[config.mk]
export PLATFORM = sky130hd
export DESIGN_NAME = dtc_top
export DESIGN_NICKNAME = d
export VERILOG_FILES = /design/src/rtl/dtc_pkg.sv /design/src/rtl/dtc_count_if.sv /design/src/rtl/dtc_sampler.sv /design/src/rtl/dtc_top.sv
export VERILOG_INCLUDE_DIRS = /design/src /design/src/rtl
export SDC_FILE = /design/constraint.sdc
export NUM_CORES = 1
export LEC_CHECK = 0
export ABC_AREA = 1
export BUFFER_PORTS_ARGS = -buffer_cell sky130_fd_sc_hd__buf_2
export CAP_MARGIN = 0
export CORE_MARGIN = 2
export CORE_UTILIZATION = 50
export DETAILED_ROUTE_END_ITERATION = 12
export PLACE_DENSITY = 0.76
export SLEW_MARGIN = 20
export SYNTH_ARGS = -nofsm -noshare
export SYNTH_HDL_FRONTEND = slang
export SYNTH_SLANG_ARGS = --single-unit
export TNS_END_PERCENT = 10
[constraint.sdc]
create_clock -name sys_clk -period 1.7 [get_ports sys_clk]
set_input_delay 0.34 -clock sys_clk [delete_from_list [all_inputs] [get_ports sys_clk]]
set_output_delay 0.34 -clock sys_clk [all_outputs]
set_load 0.02 [all_outputs]
[src/rtl/dtc_consts.svh]
/*
 * Register offsets, bit positions, reset values and timing counts for the
 * dual timer/counter. Assumes inclusion by bare name from rtl/.
 */
`ifndef DTC_CONSTS_SVH
`define DTC_CONSTS_SVH

`define DTC_OFF_CTRL 8'h88
`define DTC_OFF_MODE 8'h89
`define DTC_OFF_T0_LO 8'h8A
`define DTC_OFF_T1_LO 8'h8B
`define DTC_OFF_T0_HI 8'h8C
`define DTC_OFF_T1_HI 8'h8D
`define DTC_OFF_ACK 8'h90
`define DTC_BYTE_RESET 8'h00
`define DTC_CTRL_TF1 7
`define DTC_CTRL_TR1 6
`define DTC_CTRL_TF0 5
`define DTC_CTRL_TR0 4
`define DTC_CTRL_IE1 3
`define DTC_CTRL_IT1 2
`define DTC_CTRL_IE0 1
`define DTC_CTRL_IT0 0
`define DTC_MODE_GATE1 7
`define DTC_MODE_CT1 6
`define DTC_MODE_M1_HI 5
`define DTC_MODE_M1_LO 4
`define DTC_MODE_GATE0 3
`define DTC_MODE_CT0 2
`define DTC_MODE_M0_HI 1
`define DTC_MODE_M0_LO 0
`define DTC_SAMPLE_PERIOD 4'hC
`define DTC_SAMPLE_LAST 4'hB
`define DTC_LOW5_MASK 8'h1F
`define DTC_LOW5_TOP 8'h1F
`define DTC_BYTE_TOP 8'hFF
`define DTC_ZERO8 8'h00
`define DTC_ONE8 8'h01

`endif

[src/rtl/dtc_pkg.sv]
/*
 * Types shared by the dual timer/counter files.
 * Assumes nothing beyond a SystemVerilog compiler.
 */
package dtc_pkg;
    typedef enum logic [1:0] {
        DTC_MODE_SHORT = 2'b00,
        DTC_MODE_FULL = 2'b01,
        DTC_MODE_RELOAD = 2'b10,
        DTC_MODE_SPLIT = 2'b11
    } dtc_mode_t;

    typedef struct packed {
        logic s1;
        logic s2;
        logic last;
        logic fall;
        logic [3:0] div;
    } dtc_sampler_state_t;
endpackage

[src/rtl/dtc_count_if.sv]
/*
 * Carrier between the count-input sampler and the timer core.
 * Assumes one clock domain, sys_clk.
 */
`timescale 1ns/1ps
interface dtc_count_if;
    logic pin_sync;
    logic fall;
    modport sampler (output pin_sync, output fall);
    modport core (input pin_sync, input fall);
endinterface

[src/rtl/dtc_sampler.sv]
/*
 * Synchronises one external count pin and samples it once per twelve clocks,
 * pulsing fall when a sample goes from one to zero.
 * Assumes a free-running sys_clk and a synchronous active-low reset.
 */
`timescale 1ns/1ps
`include "dtc_consts.svh"
module dtc_sampler
    import dtc_pkg::*;
(
    input wire logic sys_clk,
    input wire logic nrst,
    input wire logic clk_en,
    input wire logic pin,
    dtc_count_if.sampler cnt
);
    dtc_sampler_state_t st;
    dtc_sampler_state_t next_st;

    always_comb begin
        next_st = st;
        next_st.s1 = pin;
        next_st.s2 = st.s1;
        next_st.fall = (st.div == `DTC_SAMPLE_LAST)
            && st.last && !st.s2;
        if (st.div == `DTC_SAMPLE_LAST) begin
            next_st.div = 4'h0;
            next_st.last = st.s2;
        end else begin
            next_st.div = st.div + 4'h1;
        end
    end

    always_ff @(posedge sys_clk) begin
        if (!nrst) begin
            st <= '{s1: 1'b1, s2: 1'b1, last: 1'b1, fall: 1'b0, div: 4'h0};
        end else if (clk_en) begin
            st <= next_st;
        end
    end

    assign cnt.pin_sync = st.s2;
    assign cnt.fall = st.fall && clk_en;
endmodule

[src/rtl/dtc_top.sv]
/*
 * Dual 16-bit timer/counter with external interrupt flags, reached over
 * Avalon-MM. Holds the control, mode and four byte registers.
 * Assumes a CPU interrupt controller pulses the service-done inputs when a
 * routine has run, and that the pins are asynchronous to sys_clk.
 */
`timescale 1ns/1ps
`include "dtc_consts.svh"
module dtc_top
    import dtc_pkg::*;
(
    input wire logic sys_clk,
    input wire logic nrst,
    input wire logic clk_en,
    input wire logic [7:0] avs_address,
    input wire logic avs_read,
    input wire logic avs_write,
    input wire logic [31:0] avs_writedata,
    input wire logic [3:0] avs_byteenable,
    output logic [31:0] avs_readdata,
    output logic avs_waitrequest,
    input wire logic count_input_zero,
    input wire logic count_input_one,
    input wire logic ext_irq_zero_pin,
    input wire logic ext_irq_one_pin,
    input wire logic timer_zero_serviced,
    input wire logic timer_one_serviced,
    input wire logic ext_irq_zero_serviced,
    input wire logic ext_irq_one_serviced,
    output logic timer_zero_irq,
    output logic timer_one_irq,
    output logic ext_irq_zero_irq,
    output logic ext_irq_one_irq
);

    ////////////////////////////////////////////////////////////////////////

    typedef struct packed {
        logic [7:0] ctrl;
        logic [7:0] mode;
        logic [7:0] t0_lo;
        logic [7:0] t0_hi;
        logic [7:0] t1_lo;
        logic [7:0] t1_hi;
        logic ext_irq_zero_pin_s1;
        logic ext_irq_zero_pin_s2;
        logic ext_irq_zero_pin_prev;
        logic ext_irq_one_pin_s1;
        logic ext_irq_one_pin_s2;
        logic ext_irq_one_pin_prev;
        logic ack;
        logic [31:0] rdata;
    } dtc_top_state_t;

    dtc_top_state_t st;
    dtc_top_state_t next_st;

    dtc_count_if cnt0 ();
    dtc_count_if cnt1 ();

    dtc_sampler u_samp0 (
        .sys_clk(sys_clk),
        .nrst(nrst),
        .clk_en(clk_en),
        .pin(count_input_zero),
        .cnt(cnt0.sampler)
    );

    dtc_sampler u_samp1 (
        .sys_clk(sys_clk),
        .nrst(nrst),
        .clk_en(clk_en),
        .pin(count_input_one),
        .cnt(cnt1.sampler)
    );

    ////////////////////////////////////////////////////////////////////////

    logic wr_hit;
    logic rd_hit;
    logic wr_lane;
    logic [7:0] wbyte;
    dtc_mode_t mode0;
    dtc_mode_t mode1;
    logic en0;
    logic en1;
    logic en_split_hi;
    logic step0;
    logic step1;
    logic of0;
    logic of1;
    logic of_split_hi;
    logic [7:0] rd_byte;

    assign wr_hit = avs_write && !st.ack;
    assign rd_hit = avs_read && !st.ack;
    assign wr_lane = avs_byteenable[0];
    assign wbyte = avs_writedata[7:0];
    assign mode0 = dtc_mode_t'(st.mode[`DTC_MODE_M0_HI:`DTC_MODE_M0_LO]);
    assign mode1 = dtc_mode_t'(st.mode[`DTC_MODE_M1_HI:`DTC_MODE_M1_LO]);

    // Run gated by the synchronised interrupt pin when gate is set.
    assign en0 = st.ctrl[`DTC_CTRL_TR0]
        && (!st.mode[`DTC_MODE_GATE0] || st.ext_irq_zero_pin_s2);
    assign en1 = st.ctrl[`DTC_CTRL_TR1]
        && (!st.mode[`DTC_MODE_GATE1] || st.ext_irq_one_pin_s2)
        && (mode0 != DTC_MODE_SPLIT);
    assign en_split_hi = st.ctrl[`DTC_CTRL_TR1]
        && (mode0 == DTC_MODE_SPLIT);

    // Counter select picks pin falls, else every clock.
    assign step0 = en0
        && (st.mode[`DTC_MODE_CT0] ? cnt0.fall : 1'b1);
    assign step1 = en1
        && (st.mode[`DTC_MODE_CT1] ? cnt1.fall : 1'b1);

    always_comb begin
        of0 = 1'b0;
        unique case (mode0)
            DTC_MODE_SHORT: of0 = step0 && (st.t0_hi == `DTC_BYTE_TOP)
                && ((st.t0_lo & `DTC_LOW5_MASK) == `DTC_LOW5_TOP);
            DTC_MODE_FULL: of0 = step0 && (st.t0_hi == `DTC_BYTE_TOP)
                && (st.t0_lo == `DTC_BYTE_TOP);
            DTC_MODE_RELOAD: of0 = step0
                && (st.t0_lo == `DTC_BYTE_TOP);
            DTC_MODE_SPLIT: of0 = step0
                && (st.t0_lo == `DTC_BYTE_TOP);
        endcase
    end

    // In split mode the high byte is a pure timer under timer 1's run bit.
    assign of_split_hi = en_split_hi && (st.t0_hi == `DTC_BYTE_TOP);

    always_comb begin
        of1 = 1'b0;
        unique case (mode1)
            DTC_MODE_SHORT: of1 = step1 && (st.t1_hi == `DTC_BYTE_TOP)
                && ((st.t1_lo & `DTC_LOW5_MASK) == `DTC_LOW5_TOP);
            DTC_MODE_FULL: of1 = step1 && (st.t1_hi == `DTC_BYTE_TOP)
                && (st.t1_lo == `DTC_BYTE_TOP);
            DTC_MODE_RELOAD: of1 = step1 && (st.t1_lo == `DTC_BYTE_TOP);
            DTC_MODE_SPLIT: of1 = 1'b0;
        endcase
    end

    always_comb begin
        unique case (avs_address)
            `DTC_OFF_CTRL: rd_byte = st.ctrl;
            `DTC_OFF_MODE: rd_byte = st.mode;
            `DTC_OFF_T0_LO: rd_byte = st.t0_lo;
            `DTC_OFF_T1_LO: rd_byte = st.t1_lo;
            `DTC_OFF_T0_HI: rd_byte = st.t0_hi;
            `DTC_OFF_T1_HI: rd_byte = st.t1_hi;
            default: rd_byte = `DTC_ZERO8;
        endcase
    end

    ////////////////////////////////////////////////////////////////////////

    always_comb begin
        next_st = st;
        // Two flops guard each interrupt pin; only the second stage and the
        // history behind it feed any gate or flag decision.
        next_st.ext_irq_zero_pin_s1 = ext_irq_zero_pin;
        next_st.ext_irq_zero_pin_s2 = st.ext_irq_zero_pin_s1;
        next_st.ext_irq_zero_pin_prev = st.ext_irq_zero_pin_s2;
        next_st.ext_irq_one_pin_s1 = ext_irq_one_pin;
        next_st.ext_irq_one_pin_s2 = st.ext_irq_one_pin_s1;
        next_st.ext_irq_one_pin_prev = st.ext_irq_one_pin_s2;
        // One wait state per access: the answer flop blocks a second take
        // while the master still holds its request.
        next_st.ack = (avs_read || avs_write) && !st.ack;
        // Read data is captured on the take and held until the next read, so
        // the master finds it stable at the edge where waitrequest is low.
        next_st.rdata = rd_hit ? {24'h000000, rd_byte} : st.rdata;

        // Control and mode writes land before the event logic so that a
        // same-cycle hardware flag set still wins over software.
        if (wr_hit && wr_lane) begin
            unique case (avs_address)
                `DTC_OFF_CTRL: next_st.ctrl = wbyte;
                `DTC_OFF_MODE: next_st.mode = wbyte;
                default: ;
            endcase
        end

        // Timer 0 low and high bytes.
        if (step0) begin
            unique case (mode0)
                DTC_MODE_SHORT: begin
                    if ((st.t0_lo & `DTC_LOW5_MASK) == `DTC_LOW5_TOP) begin
                        next_st.t0_lo = st.t0_lo & ~`DTC_LOW5_MASK;
                        next_st.t0_hi = st.t0_hi + `DTC_ONE8;
                    end else begin
                        next_st.t0_lo = st.t0_lo + `DTC_ONE8;
                    end
                end
                DTC_MODE_FULL: begin
                    next_st.t0_lo = st.t0_lo + `DTC_ONE8;
                    if (st.t0_lo == `DTC_BYTE_TOP) begin
                        next_st.t0_hi = st.t0_hi + `DTC_ONE8;
                    end
                end
                DTC_MODE_RELOAD: begin
                    next_st.t0_lo = of0 ? st.t0_hi : st.t0_lo + `DTC_ONE8;
                end
                DTC_MODE_SPLIT: begin
                    next_st.t0_lo = st.t0_lo + `DTC_ONE8;
                end
            endcase
        end
        if (en_split_hi) begin
            next_st.t0_hi = st.t0_hi + `DTC_ONE8;
        end

        // Timer 1 stands still while timer 0 is split.
        if (step1) begin
            unique case (mode1)
                DTC_MODE_SHORT: begin
                    if ((st.t1_lo & `DTC_LOW5_MASK) == `DTC_LOW5_TOP) begin
                        next_st.t1_lo = st.t1_lo & ~`DTC_LOW5_MASK;
                        next_st.t1_hi = st.t1_hi + `DTC_ONE8;
                    end else begin
                        next_st.t1_lo = st.t1_lo + `DTC_ONE8;
                    end
                end
                DTC_MODE_FULL: begin
                    next_st.t1_lo = st.t1_lo + `DTC_ONE8;
                    if (st.t1_lo == `DTC_BYTE_TOP) begin
                        next_st.t1_hi = st.t1_hi + `DTC_ONE8;
                    end
                end
                DTC_MODE_RELOAD: begin
                    next_st.t1_lo = of1 ? st.t1_hi : st.t1_lo + `DTC_ONE8;
                end
                DTC_MODE_SPLIT: ;
            endcase
        end

        // A byte write beats a same-cycle count step, so software can load a
        // running timer without the step overwriting the new value.
        if (wr_hit && wr_lane) begin
            unique case (avs_address)
                `DTC_OFF_T0_LO: next_st.t0_lo = wbyte;
                `DTC_OFF_T1_LO: next_st.t1_lo = wbyte;
                `DTC_OFF_T0_HI: next_st.t0_hi = wbyte;
                `DTC_OFF_T1_HI: next_st.t1_hi = wbyte;
                default: ;
            endcase
        end

        // Service completion clears; a same-cycle event sets again.
        if (timer_one_serviced) begin
            next_st.ctrl[`DTC_CTRL_TF1] = 1'b0;
        end
        if (timer_zero_serviced) begin
            next_st.ctrl[`DTC_CTRL_TF0] = 1'b0;
        end
        if (ext_irq_one_serviced) begin
            next_st.ctrl[`DTC_CTRL_IE1] = 1'b0;
        end
        if (ext_irq_zero_serviced) begin
            next_st.ctrl[`DTC_CTRL_IE0] = 1'b0;
        end
        if (of1 || of_split_hi) begin
            next_st.ctrl[`DTC_CTRL_TF1] = 1'b1;
        end
        if (of0) begin
            next_st.ctrl[`DTC_CTRL_TF0] = 1'b1;
        end
        // Level type re-arms every cycle the pin is low, so service cannot
        // clear a pending flag until the pin has gone high again.
        if (st.ctrl[`DTC_CTRL_IT1] ? (st.ext_irq_one_pin_prev && !st.ext_irq_one_pin_s2)
                                   : !st.ext_irq_one_pin_s2) begin
            next_st.ctrl[`DTC_CTRL_IE1] = 1'b1;
        end
        if (st.ctrl[`DTC_CTRL_IT0] ? (st.ext_irq_zero_pin_prev && !st.ext_irq_zero_pin_s2)
                                   : !st.ext_irq_zero_pin_s2) begin
            next_st.ctrl[`DTC_CTRL_IE0] = 1'b1;
        end
    end

    always_ff @(posedge sys_clk) begin
        if (!nrst) begin
            // Pin stages preset high so no false edge follows reset.
            st <= '{ctrl: `DTC_BYTE_RESET, mode: `DTC_BYTE_RESET,
                    t0_lo: `DTC_BYTE_RESET, t0_hi: `DTC_BYTE_RESET,
                    t1_lo: `DTC_BYTE_RESET, t1_hi: `DTC_BYTE_RESET,
                    ext_irq_zero_pin_s1: 1'b1, ext_irq_zero_pin_s2: 1'b1, ext_irq_zero_pin_prev: 1'b1,
                    ext_irq_one_pin_s1: 1'b1, ext_irq_one_pin_s2: 1'b1, ext_irq_one_pin_prev: 1'b1,
                    ack: 1'b0, rdata: 32'h00000000};
        end else if (clk_en) begin
            st <= next_st;
        end
    end

    ////////////////////////////////////////////////////////////////////////

    // Outputs come straight from state flip-flops.
    assign avs_readdata = st.rdata;
    assign avs_waitrequest = !st.ack;
    assign timer_zero_irq = st.ctrl[`DTC_CTRL_TF0];
    assign timer_one_irq = st.ctrl[`DTC_CTRL_TF1];
    assign ext_irq_zero_irq = st.ctrl[`DTC_CTRL_IE0];
    assign ext_irq_one_irq = st.ctrl[`DTC_CTRL_IE1];

endmodule

==> results.md, run 1 <==
* Status: finished with violations
* Failing checks: setup timing
* Die width at 111 µm
* Via density at 5.49
* # IOs at 94
* Sequential share of the synthesized area at 27.5%
* IO buf count at 42
* First-pass GRT wire length at 29.1 mm
* Detailed-route DRC error count at 0
* WS Path Type: reg -> reg
* Min-delay worst type: in -> reg
* R2R cell count at 15
* Sink Count at 79
* Critical Path End Type: flop
* WL/cell at 15.2 µm
* Final WS setup at -0.175 ns
* Synth cell types at 48
* Cts hold-fix bufs at 0
* Initial antenna violation count at 0
* Launching point of the worst reg2reg path: st[63]$_SDFFE_PN0P_
* Vias in the first global route at 5918
* Antenna-violating nets left at 0
* GPL Wtd Cong at 0.973
* Switching pwr at 1.21 mW
* Final setup fails at 31
* CTS buffer count at 9
* Largest net degree at the start of global routing at 34
* Critical-path top delay cell: dfxtp_2
* Clk pwr share at 43.8%
* Max Fclk at 0.533 GHz
* Post-synthesis cell count at 913
* Core Box Area at 11300 µm²
* CTS tree: done
* Starting DRT DRC Count at 576
* Setup crit start kind: flop
* Worst Path Arrival at 2.11 ns
* Cell area after synthesis at 5750 µm²
* Final Hold Violating Endpoints at 0
* Power Dens Cells at 579 nW/µm²
* Worst path most repeated cell: nand2_1
* Crit Path Max Fanout at 4
* Clock latency on the worst-skew pair at 0.34 ns
* Unrepaired setup endpoints after global routing: yes
* Most common cell after layout, fill and taps aside: nand2_1
* Die height at 111 µm
* Clock-pin slew on the worst setup and hold paths at 0.07 ns
* R2r setup slk at -0.17 ns
* CP max stage delay at 0.35 ns
* Tcrit/Tclk final at 110%
* Vias at 6526
* Switching part of the total power at 28.4%
* Storage element area at 1590 µm²
* Post-DP HPWL at 13.5 mm
* Hold path depth at 3
* Synthesis-stage register bit count at 79
* Setup TNS at -1.69 ns
* Full die area at 12400 µm²
* All-Layer GR Usage at 29.2%
* Total wire length at 18.1 mm
* Number of diodes at 0
* Starting density of the core at 50.8%
* P&R area growth vs syn at 27.4%
* Pint at 3.04 mW
* Comb power frac at 10.9%
* Register share of total power at 45.2%
* P_leak at 3.24 nW
* Hold path start: ext_irq_zero_pin
* CP bufs+invs at 2
* VDD IR max at 558 µV
* Fillers at 1041
* Hold Path Sink: next_st[37]$_SDFFE_PN1P_
* CP Depth at 15
* Synthesis Warnings at 0
* DR pass1 iterations at 5
* Crit-path leading delay family: simple AND/OR/NAND/NOR gates
* Pre-CTS setup slack at -0.125 ns
* Mean Syn Cell Area at 6.30 µm²
* Reg-to-reg endpoint: st[65]$_SDFFE_PN0P_
* Max Slew Vio Count at 0
* Crit-path cells: ha_4 > nand2_4 > nor2_4 > ha_4 > buf_4 > buf_6 > nand3_4 > nand2_2 > nand4_1 > nand2_1 > nand2_1 > nand2_1 > nand2_1 > nand2_2 > a21oi_1
* Total of max-cap violations at 0
* Clk_skew at 0.00927 ns
* Nets at 1110
* CTS root buf: clkbuf_16
* Multi-input gate area at 3660 µm²
* Clk buf depth at 2
* Grt total ovfl at 0
* Floorplan row count at 39
* WP data required at 1.93 ns
* Proportion of layout cells with a drive suffix above 1 at 27.5%
* H-tree depth at 3
* Commonest cells after routing, fill and taps aside: nand2_1 (217), buf_4 (104), a21oi_1 (102)
* Fin crit period at 1.87 ns
power by group through the flow:
stage / combinational [mW] / sequential (mW) / clock [mW]
2_1_floorplan: 0.319 / 1.96 / 0
3_3_place_gp: 0.441 / 1.96 / 0
3_5_place_dp: 0.448 / 1.96 / 0
4_1_cts: 0.451 / 1.92 / 1.88
5_1_grt: 0.503 / 1.92 / 1.97
6_report: 0.464 / 1.92 / 1.86
synth_stat cells (all sizes together):
| library cell | count | area share [%] |
|---|---|---|
| a31o | 1 | 0.15 |
| nor4b | 1 | 0.15 |
| o221ai | 5 | 0.76 |
| o211ai | 5 | 0.65 |
| conb | 1 | 0.065 |
| o21ai | 82 | 7.1 |
| nand3 | 62 | 6.3 |
| nor3 | 17 | 1.8 |
| dfxtp | 79 | 27 |
| nand2 | 238 | 16 |
| nand4 | 5 | 0.80 |
| xnor2 | 1 | 0.15 |
| clkbuf | 17 | 1.1 |
| a21oi | 116 | 10 |
| nor3b | 1 | 0.13 |
| clkinv | 1 | 0.065 |
| o2111ai | 1 | 0.15 |
| o22ai | 10 | 1.1 |
| a22oi | 1 | 0.13 |
| nor4 | 4 | 0.43 |
| a311oi | 1 | 0.15 |
| nor2 | 62 | 5.7 |
| xor2 | 6 | 0.91 |
| ha | 12 | 2.6 |
| o21a | 1 | 0.13 |
| a211oi | 2 | 0.26 |
| and3 | 1 | 0.11 |
| a221oi | 3 | 0.46 |
| a31oi | 5 | 0.54 |
| buf | 45 | 5.6 |
| inv | 125 | 8.2 |
| or2 | 2 | 0.22 |
state kept, by name (all words and copies together) (netlist names), 2 cells and up:
register	cells
u_samp1.st	6
mode0	2
next_st	4
avs_readdata	8
mode1	2
st	43
u_samp0.st	6
area by class of cell:
type                    instances  area share, %
flip-flops and latches         79           21.7
multi-input cells             670           49.9
repair buffers                155           15.5
well taps                     143           2.44
clock buffers                   9           3.07
clock inverters                 7          0.751
inverters                     126           6.59
worst reg2reg max path: cells and delay by family (launching register included):
family / cells / cell delay (ns)
AOI/OAI and AO/OA: 1 / 0.06
adders and majority gates: 2 / 0.35
and+or+nand+nor: 10 / 0.77
DFF: 1 / 0.35
buffers and inverters: 2 / 0.22
worst max-delay path by stage:
stage | start | to | slack (ns)
3_3_place_gp | st[48]$_SDFFE_PN0P_ | st[47]$_SDFFE_PN0P_ | -0.08
6_report | st[63]$_SDFFE_PN0P_ | st[65]$_SDFFE_PN0P_ | -0.17
5_1_grt | st[48]$_SDFFE_PN0P_ | st[52]$_SDFFE_PN0P_ | -0.32
4_1_cts | st[48]$_SDFFE_PN0P_ | st[54]$_SDFFE_PN0P_ | -0.09
2_1_floorplan | st[47]$_SDFFE_PN0P_ | st[48]$_SDFFE_PN0P_ | -0.03
3_5_place_dp | st[48]$_SDFFE_PN0P_ | st[47]$_SDFFE_PN0P_ | -0.12
timing repair:
item | in CTS | in global routing
setup endpoints to repair | 26 | 34
cloned | 1 | 0
pin swaps | 6 | 19
gates resized for setup | 16 | 38
setup buffers | 2 | 4
per-layer routing:
metal  track usage (%)  vias up  wire (µm)
li1                  -     3217          -
met1              40.4     2916       7700
met2              46.8      346       8200
met3              3.83       47       1660
met4              10.1        0        524
met5                 0        -          0
cell families (layout without fill, tap and decap cells):
group | Yosys count | count (layout) | synth area share [%]
xor+xnor | 7 | 7 | 1.07
other cells | 1 | 24 | 0.0652
compound gates | 233 | 233 | 22.0
flops | 79 | 79 | 27.5
fa+ha+maj | 12 | 12 | 2.61
buf+inv | 188 | 297 | 14.9
simple gates | 393 | 394 | 31.9
through the flow:
step	instances	hold WS [ns]	util [%]	total power, mW	instance area [µm²]
4_1_cts	1185	0.198	63.2	4.25	7160
3_3_place_gp	1166	0.439	59.9	2.40	6780
3_5_place_dp	1166	0.448	59.9	2.41	6780
5_1_grt	1189	0.227	64.8	4.39	7330
6_report	1189	0.202	64.8	4.24	7330
2_1_floorplan	936	0.429	-	2.28	5910
Note: power is estimated with default switching activity, not from simulation.
==> run 2: changes to the inputs <==
--- a/config.mk
+++ b/config.mk
@@ -13,6 +13,7 @@
 export CORE_UTILIZATION = 50
 export DETAILED_ROUTE_END_ITERATION = 12
 export PLACE_DENSITY = 0.76
+export RECOVER_POWER = 50
 export SLEW_MARGIN = 20
 export SYNTH_ARGS = -nofsm -noshare
 export SYNTH_HDL_FRONTEND = slang
==> run 2 against run 1 <==
  * Maximum frequency fell by 0.47%
  * Combinational power is 1% lower
  * Total power about the same
  * Largest cell class unchanged
  * Register-to-register slack about the same
  * Critical path type unchanged
  * First-iteration DRC count grew 1.7%
  * Critical endpoint unchanged
  * Clock skew barely moved
  * Sequential cell count did not move
  * The run still ends with setup timing left
  * Non-clock buffer count unchanged
==> results.md, run 2 (synthesized netlist as in run 1, its figures left out) <==
* Largest net degree at the start of global routing at 34 (unchanged)
* Die width at 111 µm (unchanged)
* Clock latency on the worst-skew pair at 0.35 ns (about the same)
* Max Fclk at 0.531 GHz (-0.47%)
* Total of max-cap violations at 0 (unchanged)
* CTS tree: done
* # IOs at 94 (unchanged)
* Comb power frac at 10.8% (about the same)
* VDD IR max at 557 µV (-0.18%)
* Max-Slew Margin vs Limit at 50.0%
* IO buf count at 42 (unchanged)
* Grt total ovfl at 0 (unchanged)
* WL/cell at 15.3 µm (+0.58%)
* Max Slew Vio Count at 0 (unchanged)
* Worst Path Arrival at 2.12 ns (about the same)
* Crit Path Max Fanout at 4 (unchanged)
* Clk pwr share at 43.9% (about the same)
* Starting density of the core at 50.8% (unchanged)
* Starting DRT DRC Count at 586 (+1.7%)
* Total wire length at 18.2 mm (+0.58%)
* H-tree depth at 3 (unchanged)
* Crit-path cells: ha_4 > nand2_4 > nor2_4 > ha_4 > buf_4 > buf_6 > nand3_4 > nand2_2 > nand4_1 > nand2_1 > nand2_1 > nand2_1 > nand2_1 > nand2_2 > a21oi_1
* WP data required at 1.94 ns (about the same)
* Floorplan row count at 39 (unchanged)
* Post-DP HPWL at 13.5 mm (unchanged)
* P&R area growth vs syn at 27.1%
* WS Path Type: reg -> reg
* CTS buffer count at 9 (unchanged)
* Via density at 5.52 (+0.52%)
* Status: finished with violations
* Pint at 3.03 mW (-0.19%)
* Critical Path End Type: flop
* Detailed-route DRC error count at 0 (unchanged)
* Setup crit start kind: flop
* Core Box Area at 11300 µm² (unchanged)
* Nets at 1110 (unchanged)
* Fin crit period at 1.88 ns (+0.00892 ns)
* Final WS setup at -0.184 ns (-0.00892 ns)
* Number of diodes at 0 (unchanged)
* Setup TNS at -1.71 ns (-0.0232 ns)
* CTS root buf: clkbuf_16
* Launching point of the worst reg2reg path: st[63]$_SDFFE_PN0P_
* Power Dens Cells at 580 nW/µm² (+0.23%)
* Max reg flops at 43 (unchanged)
* Commonest cells after routing, fill and taps aside: nand2_1 (217), a21oi_1 (102), buf_4 (100)
* Clk buf depth at 2 (unchanged)
* Final core occ at 64.6% (-0.17 points)
* Proportion of layout cells with a drive suffix above 1 at 26.4% (-1.1 points)
* Final setup fails at 32 (+3.2%)
* Full die area at 12400 µm² (unchanged)
* First-pass GRT wire length at 29.1 mm (unchanged)
* Initial antenna violation count at 0 (unchanged)
* Clk_skew at 0.00924 ns (-0.0000345 ns)
* Switching part of the total power at 28.5% (+0.12 points)
* All-Layer GR Usage at 29.2% (unchanged)
* Tcrit/Tclk final at 111% (+0.52 points)
* Vias in the first global route at 5918 (unchanged)
* Failing checks: setup timing
* Switching pwr at 1.21 mW (+0.38%)
* CP startpoint: st[63]$_SDFFE_PN0P_
* Vias at 6560 (+0.52%)
* Die height at 111 µm (unchanged)
* Crit-path leading delay family: simple AND/OR/NAND/NOR gates
* Worst path most repeated cell: nand2_1
* Clock-pin slew on the worst setup and hold paths at 0.07 ns (about the same)
* Final Hold Violating Endpoints at 0 (unchanged)
* Most common cell after layout, fill and taps aside: nand2_1
* Hold path start: ext_irq_zero_pin
* Fillers at 1051 (+0.96%)
* Antenna-violating nets left at 0 (unchanged)
* Critical-path top delay cell: dfxtp_2
* P_leak at 3.20 nW (-1.3%)
* Unrepaired setup endpoints after global routing: yes
* CP bufs+invs at 2 (unchanged)
* GPL Wtd Cong at 0.973 (unchanged)
* Sink Count at 79 (unchanged)
* Most flops, register: st
* Min-delay worst type: in -> reg
* DR pass1 iterations at 5 (unchanged)
* Register share of total power at 45.2% (about the same)
* CP max stage delay at 0.35 ns (about the same)
* Cts hold-fix bufs at 0 (unchanged)
* Worst-Margin Slew at 0.751 ns
## run 2: cell types whose count changed in the layout (fill, tap and decap cells not counted)
| cell | previous run | this run |
|---|---|---|
| inv_1 | 98 | 99 |
| clkbuf_4 | 0 | 2 |
| buf_2 | 42 | 33 |
| buf_4 | 104 | 100 |
| inv_2 | 24 | 23 |
| clkbuf_1 | 0 | 11 |
## run 2: worst min-delay path, cell delays in order
cell and delay [ns]:
buf_2 0.07, nand2_1 0.04, nand3_1 0.06
## run 2: power by group through the flow
stage,logic [mW],registers [mW],clock network (mW)
after floorplan,0.319,1.96,0
after global placement,0.441,1.96,0
after detailed placement,0.448,1.96,0
after CTS,0.451,1.92,1.88
after global routing,0.497,1.92,1.97
final,0.459,1.92,1.86
## run 2: timing repair
item,in CTS,in global routing
resized for setup,16,38
cloned,1,0
pin swaps,6,19
endpoints found under the setup margin,26,34
buffers inserted,2,4
## run 2: layout make-up
type                            count  area (µm²)  area share, %
Timing Repair Buffer              155        1120           15.3
Sequential cell                    79        1590           21.8
Multi-Input combinational cell    670        3660           50.1
Clock buffer                        9         225           3.08
Tap cell                          143         179           2.45
Inverter                          126         483           6.60
Clock inverter                      7        55.1          0.753
## run 2: stage by stage
step                      instance area (µm²)  std cells  setup WS [ns]  hold WS, ns  power [mW]
after floorplan                          5910        936        -0.0346        0.429        2.28
after global placement                   6780       1166        -0.0849        0.439        2.40
after detailed placement                 6780       1166         -0.125        0.448        2.41
after CTS                                7160       1185        -0.0857        0.198        4.25
after global routing                     7310       1189         -0.317        0.227        4.39
final                                    7310       1189         -0.184        0.200        4.24
## run 2: layer usage
layer  up-vias  part of all wire, %  track usage (%)
li1       3217                    -                -
met1      2943                   43             40.4
met2       351                   45             46.8
met3        49                  9.4             3.83
met4         0                  2.8             10.1
met5         -                    0                0
## run 2: path summary, 6_finish.rpt
| check | endpoint | cells after the start | slack [ns] |
|---|---|---|---|
| max | st[65]$_SDFFE_PN0P_ | 15 | -0.18 |
| min reg2reg | next_st[37]$_SDFFE_PN1P_ | 2 | 0.46 |
| max reg2reg | st[65]$_SDFFE_PN0P_ | 15 | -0.18 |
| min | next_st[37]$_SDFFE_PN1P_ | 3 | 0.20 |
==> run 3: changes to the inputs <==
--- a/config.mk
+++ b/config.mk
@@ -12,10 +12,10 @@
 export CORE_MARGIN = 2
 export CORE_UTILIZATION = 50
 export DETAILED_ROUTE_END_ITERATION = 12
-export PLACE_DENSITY = 0.76
+export PLACE_DENSITY = 0.83
 export RECOVER_POWER = 50
 export SLEW_MARGIN = 20
 export SYNTH_ARGS = -nofsm -noshare
 export SYNTH_HDL_FRONTEND = slang
 export SYNTH_SLANG_ARGS = --single-unit
-export TNS_END_PERCENT = 10
+export TNS_END_PERCENT = 30
==> run 3 against run 2 <==
  * The flow still finishes with violations (setup timing)
  * Worst setup slack improved by 0.052 ns
  * Maximum frequency increased by 2.8%
  * Non-clock buffer count decreased by 3
  * Clock power increased by 4%
  * Critical path depth increased by 1
  * Total power increased by 1.7%
  * Critical endpoint is now st[69]$_SDFFE_PN0P_
  * Largest cell class unchanged
  * Largest power group is now the clock network
==> results.md, run 3 (synthesized netlist as in run 1, its figures left out) <==
* Tcrit/Tclk final at 108% (-3.0 points)
* Cts hold-fix bufs at 0 (unchanged)
* WL/cell at 15.5 µm (+1.1%)
* R2r setup slk at -0.13 ns (+0.05 ns)
* P&R area growth vs syn at 26.1%
* H-tree depth at 3 (unchanged)
* Clock latency on the worst-skew pair at 0.36 ns (about the same)
* Die height at 111 µm (unchanged)
* Unrepaired setup endpoints after global routing: yes
* Most common cell after layout, fill and taps aside: nand2_1
* Crit-path cells: ha_4 > nand2_4 > nor2_4 > ha_4 > inv_4 > nor2_4 > inv_2 > nand4_1 > o21ai_2 > inv_2 > nand2_1 > nand2_1 > nand2_1 > nand2_1 > nand2_1 > a21oi_1
* Full die area at 12400 µm² (unchanged)
* Clk buf depth at 2 (unchanged)
* Power Dens Cells at 595 nW/µm² (+2.6%)
* Core Box Area at 11300 µm² (unchanged)
* CP startpoint: st[64]$_SDFFE_PN0P_
* Status: finished with violations
* Starting density of the core at 50.8% (unchanged)
* Total wire length at 18.3 mm (+0.82%)
* Critical Path End Type: flop
* Commonest cells after routing, fill and taps aside: nand2_1 (216), a21oi_1 (105), buf_4 (102)
* VDD IR max at 689 µV (+24%)
* Clock-pin slew on the worst setup and hold paths at 0.07 ns (about the same)
* Setup crit start kind: flop
* Power, Total at 4.32 mW (+1.7%)
* Max reg flops at 43 (unchanged)
* Final Hold Violating Endpoints at 0 (unchanged)
* Sink Count at 79 (unchanged)
* Min-delay worst type: in -> reg
* Worst-Margin Slew at 0.596 ns (-0.154 ns)
* Clk_skew at 0.0118 ns (+0.00256 ns)
* CTS tree: done
* Vias in the first global route at 5834 (-1.4%)
* Hold path start: ext_irq_zero_pin
* WP data required at 2.00 ns (+0.06 ns)
* Crit Path Max Fanout at 6 (+2)
* Proportion of layout cells with a drive suffix above 1 at 26.0% (-0.40 points)
* Fin cells at 1186 (-0.25%)
* CTS buffer count at 9 (unchanged)
* Number of diodes at 0 (unchanged)
* Launching point of the worst reg2reg path: st[64]$_SDFFE_PN0P_
* Worst path most repeated cell: nand2_1
* Most flops, register: st
* Fin crit period at 1.83 ns (-0.0518 ns)
* Failing checks: setup timing
* Die width at 111 µm (unchanged)
* Starting DRT DRC Count at 789 (+35%)
* Worst Path Arrival at 2.13 ns (about the same)
* Placed Cells at 1157 (-0.77%)
* DR pass1 iterations at 7 (+2)
* Initial antenna violation count at 0 (unchanged)
* Detailed-route DRC error count at 0 (unchanged)
* Max Slew Vio Count at 0 (unchanged)
* Post-DP HPWL at 13.2 mm (-2.3%)
* Max Fclk at 0.546 GHz (+2.8%)
* Nets at 1107 (-0.27%)
* Final WS setup at -0.132 ns (+0.0518 ns)
* Setup TNS at -2.13 ns (-0.417 ns)
* WS Path Type: reg -> reg
* # IOs at 94 (unchanged)
* Reg-to-reg endpoint: st[69]$_SDFFE_PN0P_
* Max-Slew Margin vs Limit at 60.2% (+10 points)
* CTS root buf: clkbuf_16
* Vias at 6600 (+0.61%)
* Via density at 5.56 (+0.86%)
* IO buf count at 42 (unchanged)
* P_leak at 3.19 nW (-0.23%)
* Grt total ovfl at 0 (unchanged)
* Hold path depth at 3 (unchanged)
* Hold Path Sink: next_st[37]$_SDFFE_PN1P_
* Crit-path leading delay family: simple AND/OR/NAND/NOR gates
* CP max stage delay at 0.36 ns (about the same)
* Floorplan row count at 39 (unchanged)
* GPL Wtd Cong at 1.00 (+3.0%)
* Total of max-cap violations at 0 (unchanged)
* Fillers at 965 (-8.2%)
* Final setup fails at 28 (-13%)
* First-pass GRT wire length at 28.5 mm (-2.1%)
* Critical-path top delay cell: dfxtp_2
* R2R cell count at 16 (+1)
* Largest net degree at the start of global routing at 42 (+24%)
* All-Layer GR Usage at 28.4% (-0.81 points)
* Antenna-violating nets left at 0 (unchanged)
* CP bufs+invs at 3 (+1)
## run 3: worst register-to-register path: stages, from the launching register on
cell     delay (ns)
dfxtp_2        0.36
ha_4           0.15
nand2_4        0.06
nor2_4         0.19
ha_4           0.22
inv_4          0.07
nor2_4         0.11
inv_2          0.07
nand4_1        0.09
o21ai_2        0.07
inv_2          0.05
nand2_1        0.05
nand2_1        0.05
nand2_1        0.05
nand2_1        0.06
nand2_1        0.04
a21oi_1        0.10
## run 3: routing by layer
metal,vias to the layer above,global-route usage [%],routed length (µm)
met5,-,0,0
met4,0,12.8,713
met3,67,4.48,1670
met2,350,44.3,8210
met1,2979,38.6,7750
li1,3204,-,-
## run 3: layout make-up
type                            instances  area, µm²  share of cell area [%]
Clock inverter                          7       65.1                   0.897
Timing Repair Buffer                  152       1070                    14.7
Sequential cell                        79       1590                    22.0
Inverter                              126        480                    6.62
Tap cell                              143        179                    2.47
Multi-Input combinational cell        670       3650                    50.3
Clock buffer                            9        225                    3.10
## run 3: power by group
| group | internal [mW] | switching (mW) | total, mW |
|---|---|---|---|
| registers | 1.89 | 0.0274 | 1.92 |
| clock network | 1.03 | 0.913 | 1.94 |
| logic | 0.139 | 0.319 | 0.458 |
| total | 3.06 | 1.26 | 4.32 |
## run 3: how the worst max path moves through the flow
stage | to | cells past startpoint
finish | st[69]$_SDFFE_PN0P_ | 16
floorplan | st[48]$_SDFFE_PN0P_ | 16
CTS | st[53]$_SDFFE_PN0P_ | 16
detailed placement | st[85]$_SDFFE_PN0P_ | 10
global route | st[54]$_SDFFE_PN0P_ | 16
global placement | st[62]$_SDFFE_PN0P_ | 13
## run 3: metrics by stage
step	worst slack (ns)	hold slack (ns)	utilization (%)	area, µm²
5_1_grt	-0.235	0.209	64.1	7260
4_1_cts	-0.0811	0.193	63.0	7130
3_3_place_gp	-0.0937	0.439	59.2	6710
6_report	-0.132	0.194	64.1	7260
3_5_place_dp	-0.125	0.443	59.2	6710
2_1_floorplan	-0.0346	0.429	-	5920
## run 3: repair_timing
item | in CTS | in global routing
cloned | 1 | 0
buffers inserted | 6 | 6
gates resized for setup | 18 | 30
endpoints found under the setup margin | 29 | 39
pin swaps | 7 | 19
